**src/design/pfm_pkg.sv**
```systemverilog
// pin function mux constants, register map and pad carrier type
package pfm_pkg;
    typedef struct packed {
        logic out;
        logic oe_n;
    } pfm_pad_t;

    localparam int unsigned PFM_KROWS   = 15;
    localparam int unsigned PFM_GCS     = 15;
    localparam int unsigned PFM_CTLPINS = 8;
    localparam int unsigned PFM_MAPINS  = 12;
    localparam int unsigned PFM_PBPINS  = 3;
    localparam int unsigned PFM_SCAN    = 4;

    localparam logic [7:0] PFM_OFS_CTRL   = 8'h00;
    localparam logic [7:0] PFM_OFS_STATUS = 8'h04;

    localparam int unsigned PFM_C_GFX    = 0;
    localparam int unsigned PFM_C_DRAM32 = 1;
    localparam int unsigned PFM_C_VLBUS  = 2;
    localparam int unsigned PFM_C_IR     = 3;
    localparam int unsigned PFM_C_PAR    = 4;
    localparam int unsigned PFM_C_BANKS  = 5;
    localparam int unsigned PFM_C_TOP_MEMORY_ADDRESS_BIT   = 6;
    localparam int unsigned PFM_C_ISA    = 7;
    localparam int unsigned PFM_C_ROM3   = 8;
    localparam int unsigned PFM_C_TGT_LO = 9;
    localparam int unsigned PFM_C_TGT_HI = 12;
    localparam int unsigned PFM_C_BITS   = 13;
    localparam logic [12:0] PFM_CTRL_RST = 13'h0000;

    localparam logic [1:0] PFM_W8  = 2'h0;
    localparam logic [1:0] PFM_W16 = 2'h1;
    localparam logic [1:0] PFM_W32 = 2'h2;

    // keyboard rows carrying memory strobes, address bit, buffer enable
    localparam logic [14:0] PFM_ROW_BANKS = 15'h003F & ~15'h0040;
    localparam int unsigned PFM_ROW_TOP_MEMORY_ADDRESS_BIT  = 6;
    localparam int unsigned PFM_ROW_R32   = 13;
    localparam logic [14:0] PFM_ROW_ISA   = 15'h1F80;
    localparam logic [14:0] PFM_GCS_DBUF  = 15'h001C;

    localparam logic [1:0] PFM_RESP_OK  = 2'h0;
    localparam logic [1:0] PFM_RESP_ERR = 2'h2;
endpackage : pfm_pkg

```
**src/design/pfm_pin_mux.sv**
```systemverilog
// shared pin function selection with axi4-lite configuration
// Notes on behaviour
// - local bus pins act only while the graphics controller is disabled.
// - wide dram, wide rom or local bus makes graphics controller unavailable.
// - bank 2/3 and high word strobes use keyboard rows when memory selected.
// - top memory address bit goes out on a keyboard row pin.
// - extra bus controls sit on keyboard row pins when enabled.
// - high word data buffer controls are driven on gpio chip-select pins.
// - wide rom buffer enable drives a keyboard row for 32-bit rom.
// - parallel port and second card socket never share pins at once.
// - one uart, serial or infrared selectable at run time, one at a time.
// - third rom select has no pin; software enables and steers it.
// - slash pins carry either function at different times in one design.
// - reset-function pins present that function during hardware reset.
// - firmware alternate functions come from software settings, one each.
// - strap alternate functions come from pin levels sampled at power-on.
// - four scan functions enabled by the scan select input only.
// - boot rom width 8/16/32 comes from two straps at power-up.
//
// Our own choices: the AXI4-Lite register port and the address map.
`timescale 1ns/1ps
module pfm_pin_mux (
    input  wire logic                                 i_mclk,
    input  wire logic                                 i_srst,
    input  wire logic                                 i_hw_reset,
    input  wire logic                                 i_scan_pin_select,
    input  wire logic                                 i_dbuf_strap,
    // axi4-lite slave
    input  wire logic [7:0]                           i_awaddr,
    input  wire logic                                 i_awvalid,
    output logic                                      o_awready,
    input  wire logic [31:0]                          i_wdata,
    input  wire logic [3:0]                           i_wstrb,
    input  wire logic                                 i_wvalid,
    output logic                                      o_wready,
    output logic [1:0]                                o_bresp,
    output logic                                      o_bvalid,
    input  wire logic                                 i_bready,
    input  wire logic [7:0]                           i_araddr,
    input  wire logic                                 i_arvalid,
    output logic                                      o_arready,
    output logic [31:0]                               o_rdata,
    output logic [1:0]                                o_rresp,
    output logic                                      o_rvalid,
    input  wire logic                                 i_rready,
    // function side drives
    input  pfm_pkg::pfm_pad_t [pfm_pkg::PFM_CTLPINS-1:0] i_gfx_drv,
    input  pfm_pkg::pfm_pad_t [pfm_pkg::PFM_CTLPINS-1:0] i_vl_drv,
    input  pfm_pkg::pfm_pad_t [pfm_pkg::PFM_KROWS-1:0]   i_kbd_drv,
    input  pfm_pkg::pfm_pad_t [pfm_pkg::PFM_KROWS-1:0]   i_kalt_drv,
    input  wire logic [12:0]                          i_mem_ma,
    input  pfm_pkg::pfm_pad_t [pfm_pkg::PFM_GCS-1:0]     i_gpio_drv,
    input  pfm_pkg::pfm_pad_t [pfm_pkg::PFM_GCS-1:0]     i_dbuf_drv,
    input  wire logic                                 i_third_rom_select,
    input  pfm_pkg::pfm_pad_t [pfm_pkg::PFM_PBPINS-1:0]  i_par_drv,
    input  pfm_pkg::pfm_pad_t [pfm_pkg::PFM_PBPINS-1:0]  i_sockb_drv,
    input  pfm_pkg::pfm_pad_t [pfm_pkg::PFM_SCAN-1:0]    i_card_drv,
    input  pfm_pkg::pfm_pad_t [pfm_pkg::PFM_SCAN-1:0]    i_scan_drv,
    input  wire logic                                 i_uart_txd,
    input  wire logic                                 i_ser_rxd,
    input  wire logic                                 i_ir_rxd,
    input  wire logic [1:0]                           i_ma_pad_in,
    // pads
    output pfm_pkg::pfm_pad_t [pfm_pkg::PFM_CTLPINS-1:0] o_ctl_pad,
    output pfm_pkg::pfm_pad_t [pfm_pkg::PFM_KROWS-1:0]   o_kbd_pad,
    output pfm_pkg::pfm_pad_t [pfm_pkg::PFM_MAPINS-1:0]  o_ma_pad,
    output pfm_pkg::pfm_pad_t [pfm_pkg::PFM_GCS-1:0]     o_gcs_pad,
    output pfm_pkg::pfm_pad_t [pfm_pkg::PFM_PBPINS-1:0]  o_pb_pad,
    output pfm_pkg::pfm_pad_t [pfm_pkg::PFM_SCAN-1:0]    o_scan_pad,
    output logic                                      o_ser_txd,
    output logic                                      o_ir_txd,
    output logic                                      o_uart_rxd,
    output logic                                      o_gfx_active,
    output logic                                      o_vl_active,
    output logic [1:0]                                o_boot_width
);
    import pfm_pkg::*;

    localparam pfm_pad_t PAD_OFF = '{out: 1'b0, oe_n: 1'b1};

    function automatic pfm_pad_t pad_pick(input logic sel, input pfm_pad_t alt, input pfm_pad_t pri);
        pad_pick = sel ? alt : pri;
    endfunction : pad_pick

    logic [PFM_C_BITS-1:0] ctrl;
    logic [1:0]            boot_width;
    logic                  dbuf_en;
    logic                  aw_held;
    logic                  w_held;
    logic [7:0]            aw_addr;
    logic [31:0]           w_data;
    logic [3:0]            w_strb;
    logic                  any_reset;
    logic                  rom32;
    logic                  gfx_avail;
    logic                  gfx_act;
    logic                  vl_act;
    logic [14:0]           row_alt;
    logic [3:0]            rom3_tgt;
    logic [31:0]           status_word;

    assign any_reset = i_srst | i_hw_reset;
    assign rom32     = (boot_width == PFM_W32);
    assign rom3_tgt  = ctrl[PFM_C_TGT_HI:PFM_C_TGT_LO];

    // power-on strap capture, held until next power-on
    always_ff @(posedge i_mclk) begin
        if (i_srst) begin
            boot_width <= i_ma_pad_in[1] ? PFM_W32 : (i_ma_pad_in[0] ? PFM_W16 : PFM_W8);
        end
    end

    always_ff @(posedge i_mclk) begin
        if (i_srst) begin
            dbuf_en <= i_dbuf_strap;
        end
    end

    // axi4-lite write path
    assign o_awready = ~aw_held & ~o_bvalid;
    assign o_wready  = ~w_held & ~o_bvalid;

    always_ff @(posedge i_mclk) begin
        if (i_srst) begin
            aw_held <= 1'b0;
            aw_addr <= 8'h00;
        end else if (aw_held & w_held) begin
            aw_held <= 1'b0;
        end else if (i_awvalid & o_awready) begin
            aw_held <= 1'b1;
            aw_addr <= i_awaddr;
        end
    end

    always_ff @(posedge i_mclk) begin
        if (i_srst) begin
            w_held <= 1'b0;
            w_data <= 32'h0000_0000;
            w_strb <= 4'h0;
        end else if (aw_held & w_held) begin
            w_held <= 1'b0;
        end else if (i_wvalid & o_wready) begin
            w_held <= 1'b1;
            w_data <= i_wdata;
            w_strb <= i_wstrb;
        end
    end

    always_ff @(posedge i_mclk) begin
        if (i_srst) begin
            o_bvalid <= 1'b0;
            o_bresp  <= PFM_RESP_OK;
        end else if (aw_held & w_held) begin
            o_bvalid <= 1'b1;
            o_bresp  <= (aw_addr == PFM_OFS_CTRL || aw_addr == PFM_OFS_STATUS) ? PFM_RESP_OK : PFM_RESP_ERR;
        end else if (i_bready) begin
            o_bvalid <= 1'b0;
        end
    end

    // firmware configuration
    always_ff @(posedge i_mclk) begin
        if (any_reset) begin
            ctrl <= PFM_CTRL_RST;
        end else if (aw_held & w_held & (aw_addr == PFM_OFS_CTRL)) begin
            if (w_strb[0]) begin
                ctrl[7:0] <= w_data[7:0];
            end
            if (w_strb[1]) begin
                ctrl[PFM_C_BITS-1:8] <= w_data[PFM_C_BITS-1:8];
            end
        end
    end

    // axi4-lite read path
    assign status_word = {25'h0, dbuf_en, i_scan_pin_select, rom32, boot_width, vl_act, gfx_act};
    assign o_arready   = ~o_rvalid;

    always_ff @(posedge i_mclk) begin
        if (i_srst) begin
            o_rvalid <= 1'b0;
        end else if (i_arvalid & o_arready) begin
            o_rvalid <= 1'b1;
        end else if (i_rready) begin
            o_rvalid <= 1'b0;
        end
    end

    always_ff @(posedge i_mclk) begin
        if (i_srst) begin
            o_rdata <= 32'h0000_0000;
            o_rresp <= PFM_RESP_OK;
        end else if (i_arvalid & o_arready) begin
            case (i_araddr)
                PFM_OFS_CTRL: begin
                    o_rdata <= {{(32-PFM_C_BITS){1'b0}}, ctrl};
                    o_rresp <= PFM_RESP_OK;
                end
                PFM_OFS_STATUS: begin
                    o_rdata <= status_word;
                    o_rresp <= PFM_RESP_OK;
                end
                default: begin
                    o_rdata <= 32'h0000_0000;
                    o_rresp <= PFM_RESP_ERR;
                end
            endcase
        end
    end

    // graphics / local bus exclusion
    assign gfx_avail = ~(ctrl[PFM_C_DRAM32] | rom32 | ctrl[PFM_C_VLBUS]);
    assign gfx_act   = ctrl[PFM_C_GFX] & gfx_avail;
    assign vl_act    = ctrl[PFM_C_VLBUS] & ~gfx_act;

    always_ff @(posedge i_mclk) begin
        if (any_reset) begin
            o_gfx_active <= 1'b0;
        end else begin
            o_gfx_active <= gfx_act;
        end
    end

    always_ff @(posedge i_mclk) begin
        if (any_reset) begin
            o_vl_active <= 1'b0;
        end else begin
            o_vl_active <= vl_act;
        end
    end

    always_ff @(posedge i_mclk) begin
        if (any_reset) begin
            o_boot_width <= PFM_W8;
        end else begin
            o_boot_width <= boot_width;
        end
    end

    // keyboard row alternate selection
    always_comb begin
        row_alt = 15'h0000;
        if (ctrl[PFM_C_BANKS]) begin
            row_alt = row_alt | PFM_ROW_BANKS;
        end
        if (ctrl[PFM_C_ISA]) begin
            row_alt = row_alt | PFM_ROW_ISA;
        end
        row_alt[PFM_ROW_TOP_MEMORY_ADDRESS_BIT] = ctrl[PFM_C_TOP_MEMORY_ADDRESS_BIT];
        row_alt[PFM_ROW_R32]  = rom32;
    end

    genvar gi;
    generate
        for (gi = 0; gi < PFM_CTLPINS; gi++) begin : g_ctl
            always_ff @(posedge i_mclk) begin
                if (any_reset) begin
                    o_ctl_pad[gi] <= PAD_OFF;
                end else begin
                    o_ctl_pad[gi] <= gfx_act ? i_gfx_drv[gi] : (vl_act ? i_vl_drv[gi] : PAD_OFF);
                end
            end
        end
        for (gi = 0; gi < PFM_KROWS; gi++) begin : g_row
            pfm_pad_t alt_drv;
            assign alt_drv = (gi == PFM_ROW_TOP_MEMORY_ADDRESS_BIT) ? pfm_pad_t'{out: i_mem_ma[12], oe_n: 1'b0} : i_kalt_drv[gi];
            always_ff @(posedge i_mclk) begin
                if (any_reset) begin
                    o_kbd_pad[gi] <= PAD_OFF;
                end else begin
                    o_kbd_pad[gi] <= pad_pick(row_alt[gi], alt_drv, i_kbd_drv[gi]);
                end
            end
        end
        for (gi = 0; gi < PFM_MAPINS; gi++) begin : g_ma
            always_ff @(posedge i_mclk) begin
                if (any_reset && gi < 2) begin
                    o_ma_pad[gi] <= PAD_OFF;
                end else begin
                    o_ma_pad[gi] <= '{out: i_mem_ma[gi], oe_n: 1'b0};
                end
            end
        end
        for (gi = 0; gi < PFM_GCS; gi++) begin : g_gcs
            logic dbuf_here;
            logic rom3_here;
            assign dbuf_here = dbuf_en & PFM_GCS_DBUF[gi];
            assign rom3_here = ctrl[PFM_C_ROM3] & (rom3_tgt == 4'(gi)) & ~dbuf_here;
            always_ff @(posedge i_mclk) begin
                if (any_reset) begin
                    o_gcs_pad[gi] <= PAD_OFF;
                end else if (dbuf_here) begin
                    o_gcs_pad[gi] <= i_dbuf_drv[gi];
                end else if (rom3_here) begin
                    o_gcs_pad[gi] <= '{out: i_third_rom_select, oe_n: 1'b0};
                end else begin
                    o_gcs_pad[gi] <= i_gpio_drv[gi];
                end
            end
        end
        for (gi = 0; gi < PFM_PBPINS; gi++) begin : g_pb
            always_ff @(posedge i_mclk) begin
                if (any_reset) begin
                    o_pb_pad[gi] <= PAD_OFF;
                end else begin
                    o_pb_pad[gi] <= pad_pick(ctrl[PFM_C_PAR], i_par_drv[gi], i_sockb_drv[gi]);
                end
            end
        end
        for (gi = 0; gi < PFM_SCAN; gi++) begin : g_scan
            always_ff @(posedge i_mclk) begin
                if (i_srst) begin
                    o_scan_pad[gi] <= PAD_OFF;
                end else begin
                    o_scan_pad[gi] <= pad_pick(i_scan_pin_select, i_scan_drv[gi], i_card_drv[gi]);
                end
            end
        end
    endgenerate

    // single uart routed to serial or infrared
    always_ff @(posedge i_mclk) begin
        if (any_reset) begin
            o_ser_txd <= 1'b1;
        end else begin
            o_ser_txd <= ctrl[PFM_C_IR] ? 1'b1 : i_uart_txd;
        end
    end

    always_ff @(posedge i_mclk) begin
        if (any_reset) begin
            o_ir_txd <= 1'b1;
        end else begin
            o_ir_txd <= ctrl[PFM_C_IR] ? i_uart_txd : 1'b1;
        end
    end

    always_ff @(posedge i_mclk) begin
        if (any_reset) begin
            o_uart_rxd <= 1'b1;
        end else begin
            o_uart_rxd <= ctrl[PFM_C_IR] ? i_ir_rxd : i_ser_rxd;
        end
    end
endmodule : pfm_pin_mux

```
**config.mk**
```make
export PLATFORM = sky130hd
export DESIGN_NAME = pfm_pin_mux
export DESIGN_NICKNAME = d
export VERILOG_FILES = /design/src/design/pfm_pkg.sv /design/src/design/pfm_pin_mux.sv
export SDC_FILE = /design/constraint.sdc
export NUM_CORES = 1
export LEC_CHECK = 0
export BUFFER_PORTS_ARGS = -buffer_cell sky130_fd_sc_hd__buf_2
export CORE_AREA = 2 2 165 167
export CTS_BUF_LIST = sky130_fd_sc_hd__clkbuf_4 sky130_fd_sc_hd__clkbuf_8
export DETAILED_ROUTE_END_ITERATION = 16
export DIE_AREA = 0 0 167 169
export PLACE_DENSITY = 0.48
export SLEW_MARGIN = 15
export SYNTH_ARGS = -nofsm -noshare
export SYNTH_HDL_FRONTEND = slang
export SYNTH_SLANG_ARGS = --single-unit
export TNS_END_PERCENT = 5
```
**constraint.sdc**
```tcl
create_clock -name i_mclk -period 3.4 [get_ports i_mclk]
set_input_delay 0.51 -clock i_mclk [delete_from_list [all_inputs] [get_ports i_mclk]]
set_output_delay 0.51 -clock i_mclk [all_outputs]
set_load 0.01 [all_outputs]
```
Word-level counts from Yosys, hierarchy flattened
Cells that the tools add are included.
{"block": "classes", "mux": 69, "bitwise": 39, "eq_ne": 17, "reduce_logical": 14}
{"op": "$mux 2", "n": 58}
{"op": "$eq 4x4->1 const B", "n": 7}
{"op": "$and 1x1->1", "n": 27}
{"op": "$pmux 13 s2", "n": 1}
{"op": "$eq 4x3->1 const B", "n": 4}
{"op": "$eq 8x3->1 const B", "n": 2}
{"op": "$logic_not 8->1", "n": 2}
{"op": "$mux 13", "n": 1}
{"op": "$not 1->1", "n": 9}
{"op": "$eq 4x2->1 const B", "n": 2}
{"op": "$mux 1", "n": 8}
{"op": "$reduce_and 2->1", "n": 4}
{"op": "$reduce_or 2->1", "n": 4}
{"op": "$mux 6", "n": 1}
{"op": "$eq 4x1->1 const B", "n": 1}
{"op": "$logic_not 4->1", "n": 1}
{"op": "$reduce_bool 2->1", "n": 2}
{"op": "$or 1x1->1", "n": 3}
{"op": "$eq 2x2->1 const B", "n": 1}
{"op": "$logic_or 1x1->1", "n": 1}
{"block": "totals", "word_cells": 263, "input_bits": 261, "reg_bits": 190, "output_inout_bits": 162}

Longest topological paths before layout
{"block": "logic_depth", "ltp_word": 9, "mapped_depth": 5, "ltp_nobuf": 4}

Worst setup path after synthesis
Ideal clock, no wire load.
{"block": "synth_timing", "path_type": "reg-to-reg", "start": "register aw_addr[4]", "end": "register ctrl[0]", "period_less_slack_ns": 1.679, "setup_ns": 0.072, "path_buffers": 0, "t_required_ns": 3.328, "path_slack_ns": 1.721, "stages_incl_launch_ff": 4, "arrival_time_ns": 1.607, "path_cell_list": "dfxtp_1 or4_4 nor4_4 mux2i_1"}
{"block": "synth_between", "elab_chain_cells": 3}
{"element": "start: declaration", "line": "pfm_pin_mux.sv:90", "source": "logic [7:0] aw_addr;"}
{"element": "start signal: assignment", "line": "pfm_pin_mux.sv:131", "source": "aw_addr <= i_awaddr;"}
{"element": "$logic_not 8->1", "line": "pfm_pin_mux.sv:165", "source": "end else if (aw_held & w_held & (aw_addr == PFM_OFS_CTRL)) begin"}
{"element": "$and 1x1->1", "line": "pfm_pin_mux.sv:165"}
{"element": "$reduce_and 2->1 (no line)"}
{"element": "end signal: assignment", "line": "pfm_pin_mux.sv:167", "source": "ctrl[7:0] <= w_data[7:0];"}
{"element": "end signal: indexed assignment", "line": "pfm_pin_mux.sv:170", "source": "ctrl[PFM_C_BITS-1:8] <= w_data[PFM_C_BITS-1:8];"}
{"element": "end: declaration", "line": "pfm_pin_mux.sv:85", "source": "logic [PFM_C_BITS-1:0] ctrl;"}
No other way between the ends.
A chain may end at the register's enable or synchronous reset.

Worst setup path after layout
{"block": "layout_timing", "start": "register aw_addr[4]", "end": "register ctrl[4]"}
The elaborated chain is that of the path after synthesis.

==> metrics.txt <==
status=finished clean; critical path fanouts, max=8; Post-synth top cells=dfxtp_1, mux2i_1, nand2_1; Max Used Layer=met5; worst-margin pin slew=1110 ps; synthesized area=6240 sq um; initial antenna violation count=2; DRT Pass-1 Iters=4; EDFF count, synth=3; Synth Area in Adders=0%; CP Class=reg -> reg; CP bufs+invs=0; die width=167 um; Main synth FF type=dfxtp_1; CP top delay family=simple AND/OR/NAND/NOR gates; vias=5603; antenna cells=0; wire length on met3=1490 um; total CTS buffers=17; share of synthesized registers carrying an async set or reset=0%; IO Port Bufs=342; I/O pins=423; CTS tree=done; most numerous cell in the Yosys netlist=dfxtp_1; Post-Synth XOR/XNOR Area=0%; Final TNS setup=0 ps; RePlAce Congestion=0.765; clk sink count=168; crit share post-route=57.3%; DR WL/cell=15.6 um; PD cells=480 nW/um^2; maximum buffer depth of the clock tree=2; via/cell ratio=4.25; number of global-route vias before repair=5158; unrepaired setup endpoints after global routing=no; crit-path max cell delay=720 ps; clk_lat worst skew=460 ps; top cell type's share of synthesized area=52.9%; Synth Register Bits=168; Post-DP HPWL=15300 um; Post-CTS Setup Inserts=0; placed inst area=8150 sq um; first-pass GRT wire length=30000 um; Compound-Gate Fraction of Synth Area=9.10%; Routed WL=20600 um; Max-Cap Viols=0; synthesized-area fraction occupied by and/or/nand/nor cells=17.1%; startpoint class of the critical path=register; H-tree levels=4; Gates resized, CTS repair=0; Syn Inst Count=639; Worst slew margin=26.0%; crit path DAT=2330 ps; Routed Antenna Nets=0; Fmax=514 MHz; Core ar.=26500 sq um; YS warnings=0; post-route cell area=8590 sq um; post-synthesis mux area share=12.5%; nets@finish=1224; routed wl met2=9840 um; Hold Crit Class=in -> reg; clock slew at reported path FFs=110 ps; Synth Area per Inst=9.77 sq um; Initial Utilization=23.6%; VDD IR max=0.000203 V; largest cells by area after synthesis=dfxtp_1, mux2i_1, nand2_1; area leader, netlist=dfxtp_1; final slew viol count=0; DR DRC count=0; reg-to-reg setup timing slack=1450 ps; area delta synth->final=37.7%; pin count of the biggest net entering global routing=56; DRT iter0 DRCs=253; total die area=28200 sq um; clk_skew=17.9 ps; worst path cell trace=or4_4, nor4_4, mux2i_1; total gr overflow=0; Final setup viols=0; Fin. Hold Viols=0; cts hold-fix bufs=0; main combinational cell family by area after synthesis=simple AND/OR/NAND/NOR gates; Die Y-Extent=169 um; Pleak=3.81 nW; slowest CP cell=nor4_4; root buf cell=clkbuf_8; GRT Total Usage=13.9%; fin crit period=1950 ps; Data required, critical path=3780 ps; Seq/Total Area, Yosys=54.4%; Rows=60; Worst setup EP type=register; layout cell share with drive strength beyond 1=39.9%; wl on met1=8970 um; unique cell type count in the Yosys netlist=44
-- layout make-up --
type	count	area, sq um
clock buffer	19	255
timing repair buffer	348	1760
inverter	9	33.8
multi-input combinational	419	2540
tap	341	427
fill	2845	17900
clock inverter	13	183
sequential	168	3390
-- state kept, by name, summed over array words and instances, names as in the netlist, 2 cells and up --
register / cells
o_scan_pad: 8
o_gcs_pad: 30
o_rdata: 13
ctrl: 13
o_kbd_pad: 30
aw_addr: 8
o_pb_pad: 6
w_strb: 2
o_ctl_pad: 16
w_data: 13
boot_width: 2
o_boot_width: 2
o_ma_pad: 13
-- cells in the final DEF, fill, tap and decap left out, types with 7 or more instances in the layout --
master,instances
a21oi_1,29
nor2_1,53
conb_1,31
o21ai_0,46
nand2_1,70
nor2b_1,17
nand2b_1,7
nand3_1,12
dfxtp_1,165
mux2i_1,78
clkbuf_8,18
nor4_1,10
inv_1,7
nand4_1,12
buf_2,342
-- per-layer routing --
metal / global-route usage (%) / up-vias
met5: 0 / -
met3: 3.95 / 17
met2: 23.5 / 233
met1: 17.2 / 2578
met4: 4.05 / 4
li1: - / 2771
-- where the power goes --
part | switching, mW | total (mW) | internal (mW) | leakage [nW]
registers | 0.0312 | 2.08 | 2.05 | 1.38
clock network | 0.846 | 1.63 | 0.782 | 0.224
logic | 0.223 | 0.419 | 0.196 | 2.21
-- cell families after synthesis --
logic type,count (synthesis)
muxes,78
buffers and inverters,82
other,1
and+or+nand+nor,212
AOI/OAI and AO/OA,98
DFF,168
-- worst paths after layout --
kind / from / endpoint / cells after the start
worst max-delay path: aw_addr[4]$_SDFFE_PP0P_ / ctrl[4]$_SDFFE_PP0P_ / 3
worst min-delay path: i_mem_ma[10] / o_ma_pad[21]$_DFF_P_ / 1
worst max register to register: aw_addr[4]$_SDFFE_PP0P_ / ctrl[4]$_SDFFE_PP0P_ / 3
worst min register to register: w_data[2]$_SDFFE_PP0P_ / ctrl[2]$_SDFFE_PP0P_ / 2
-- per-stage QoR --
stage,utilization (%),instances,setup slack (ps),hold slack [ps],total power [mW]
floorplan,-,669,1720,403,2.35
global placement,30.8,1285,1130,442,2.55
detailed placement,30.8,1285,1060,446,2.55
CTS,32.4,1317,1380,94.7,4.21
global route,32.4,1317,1280,94.0,4.34
finish,32.4,1317,1450,145,4.13
No activity file was read; power rests on OpenSTA's default activity.
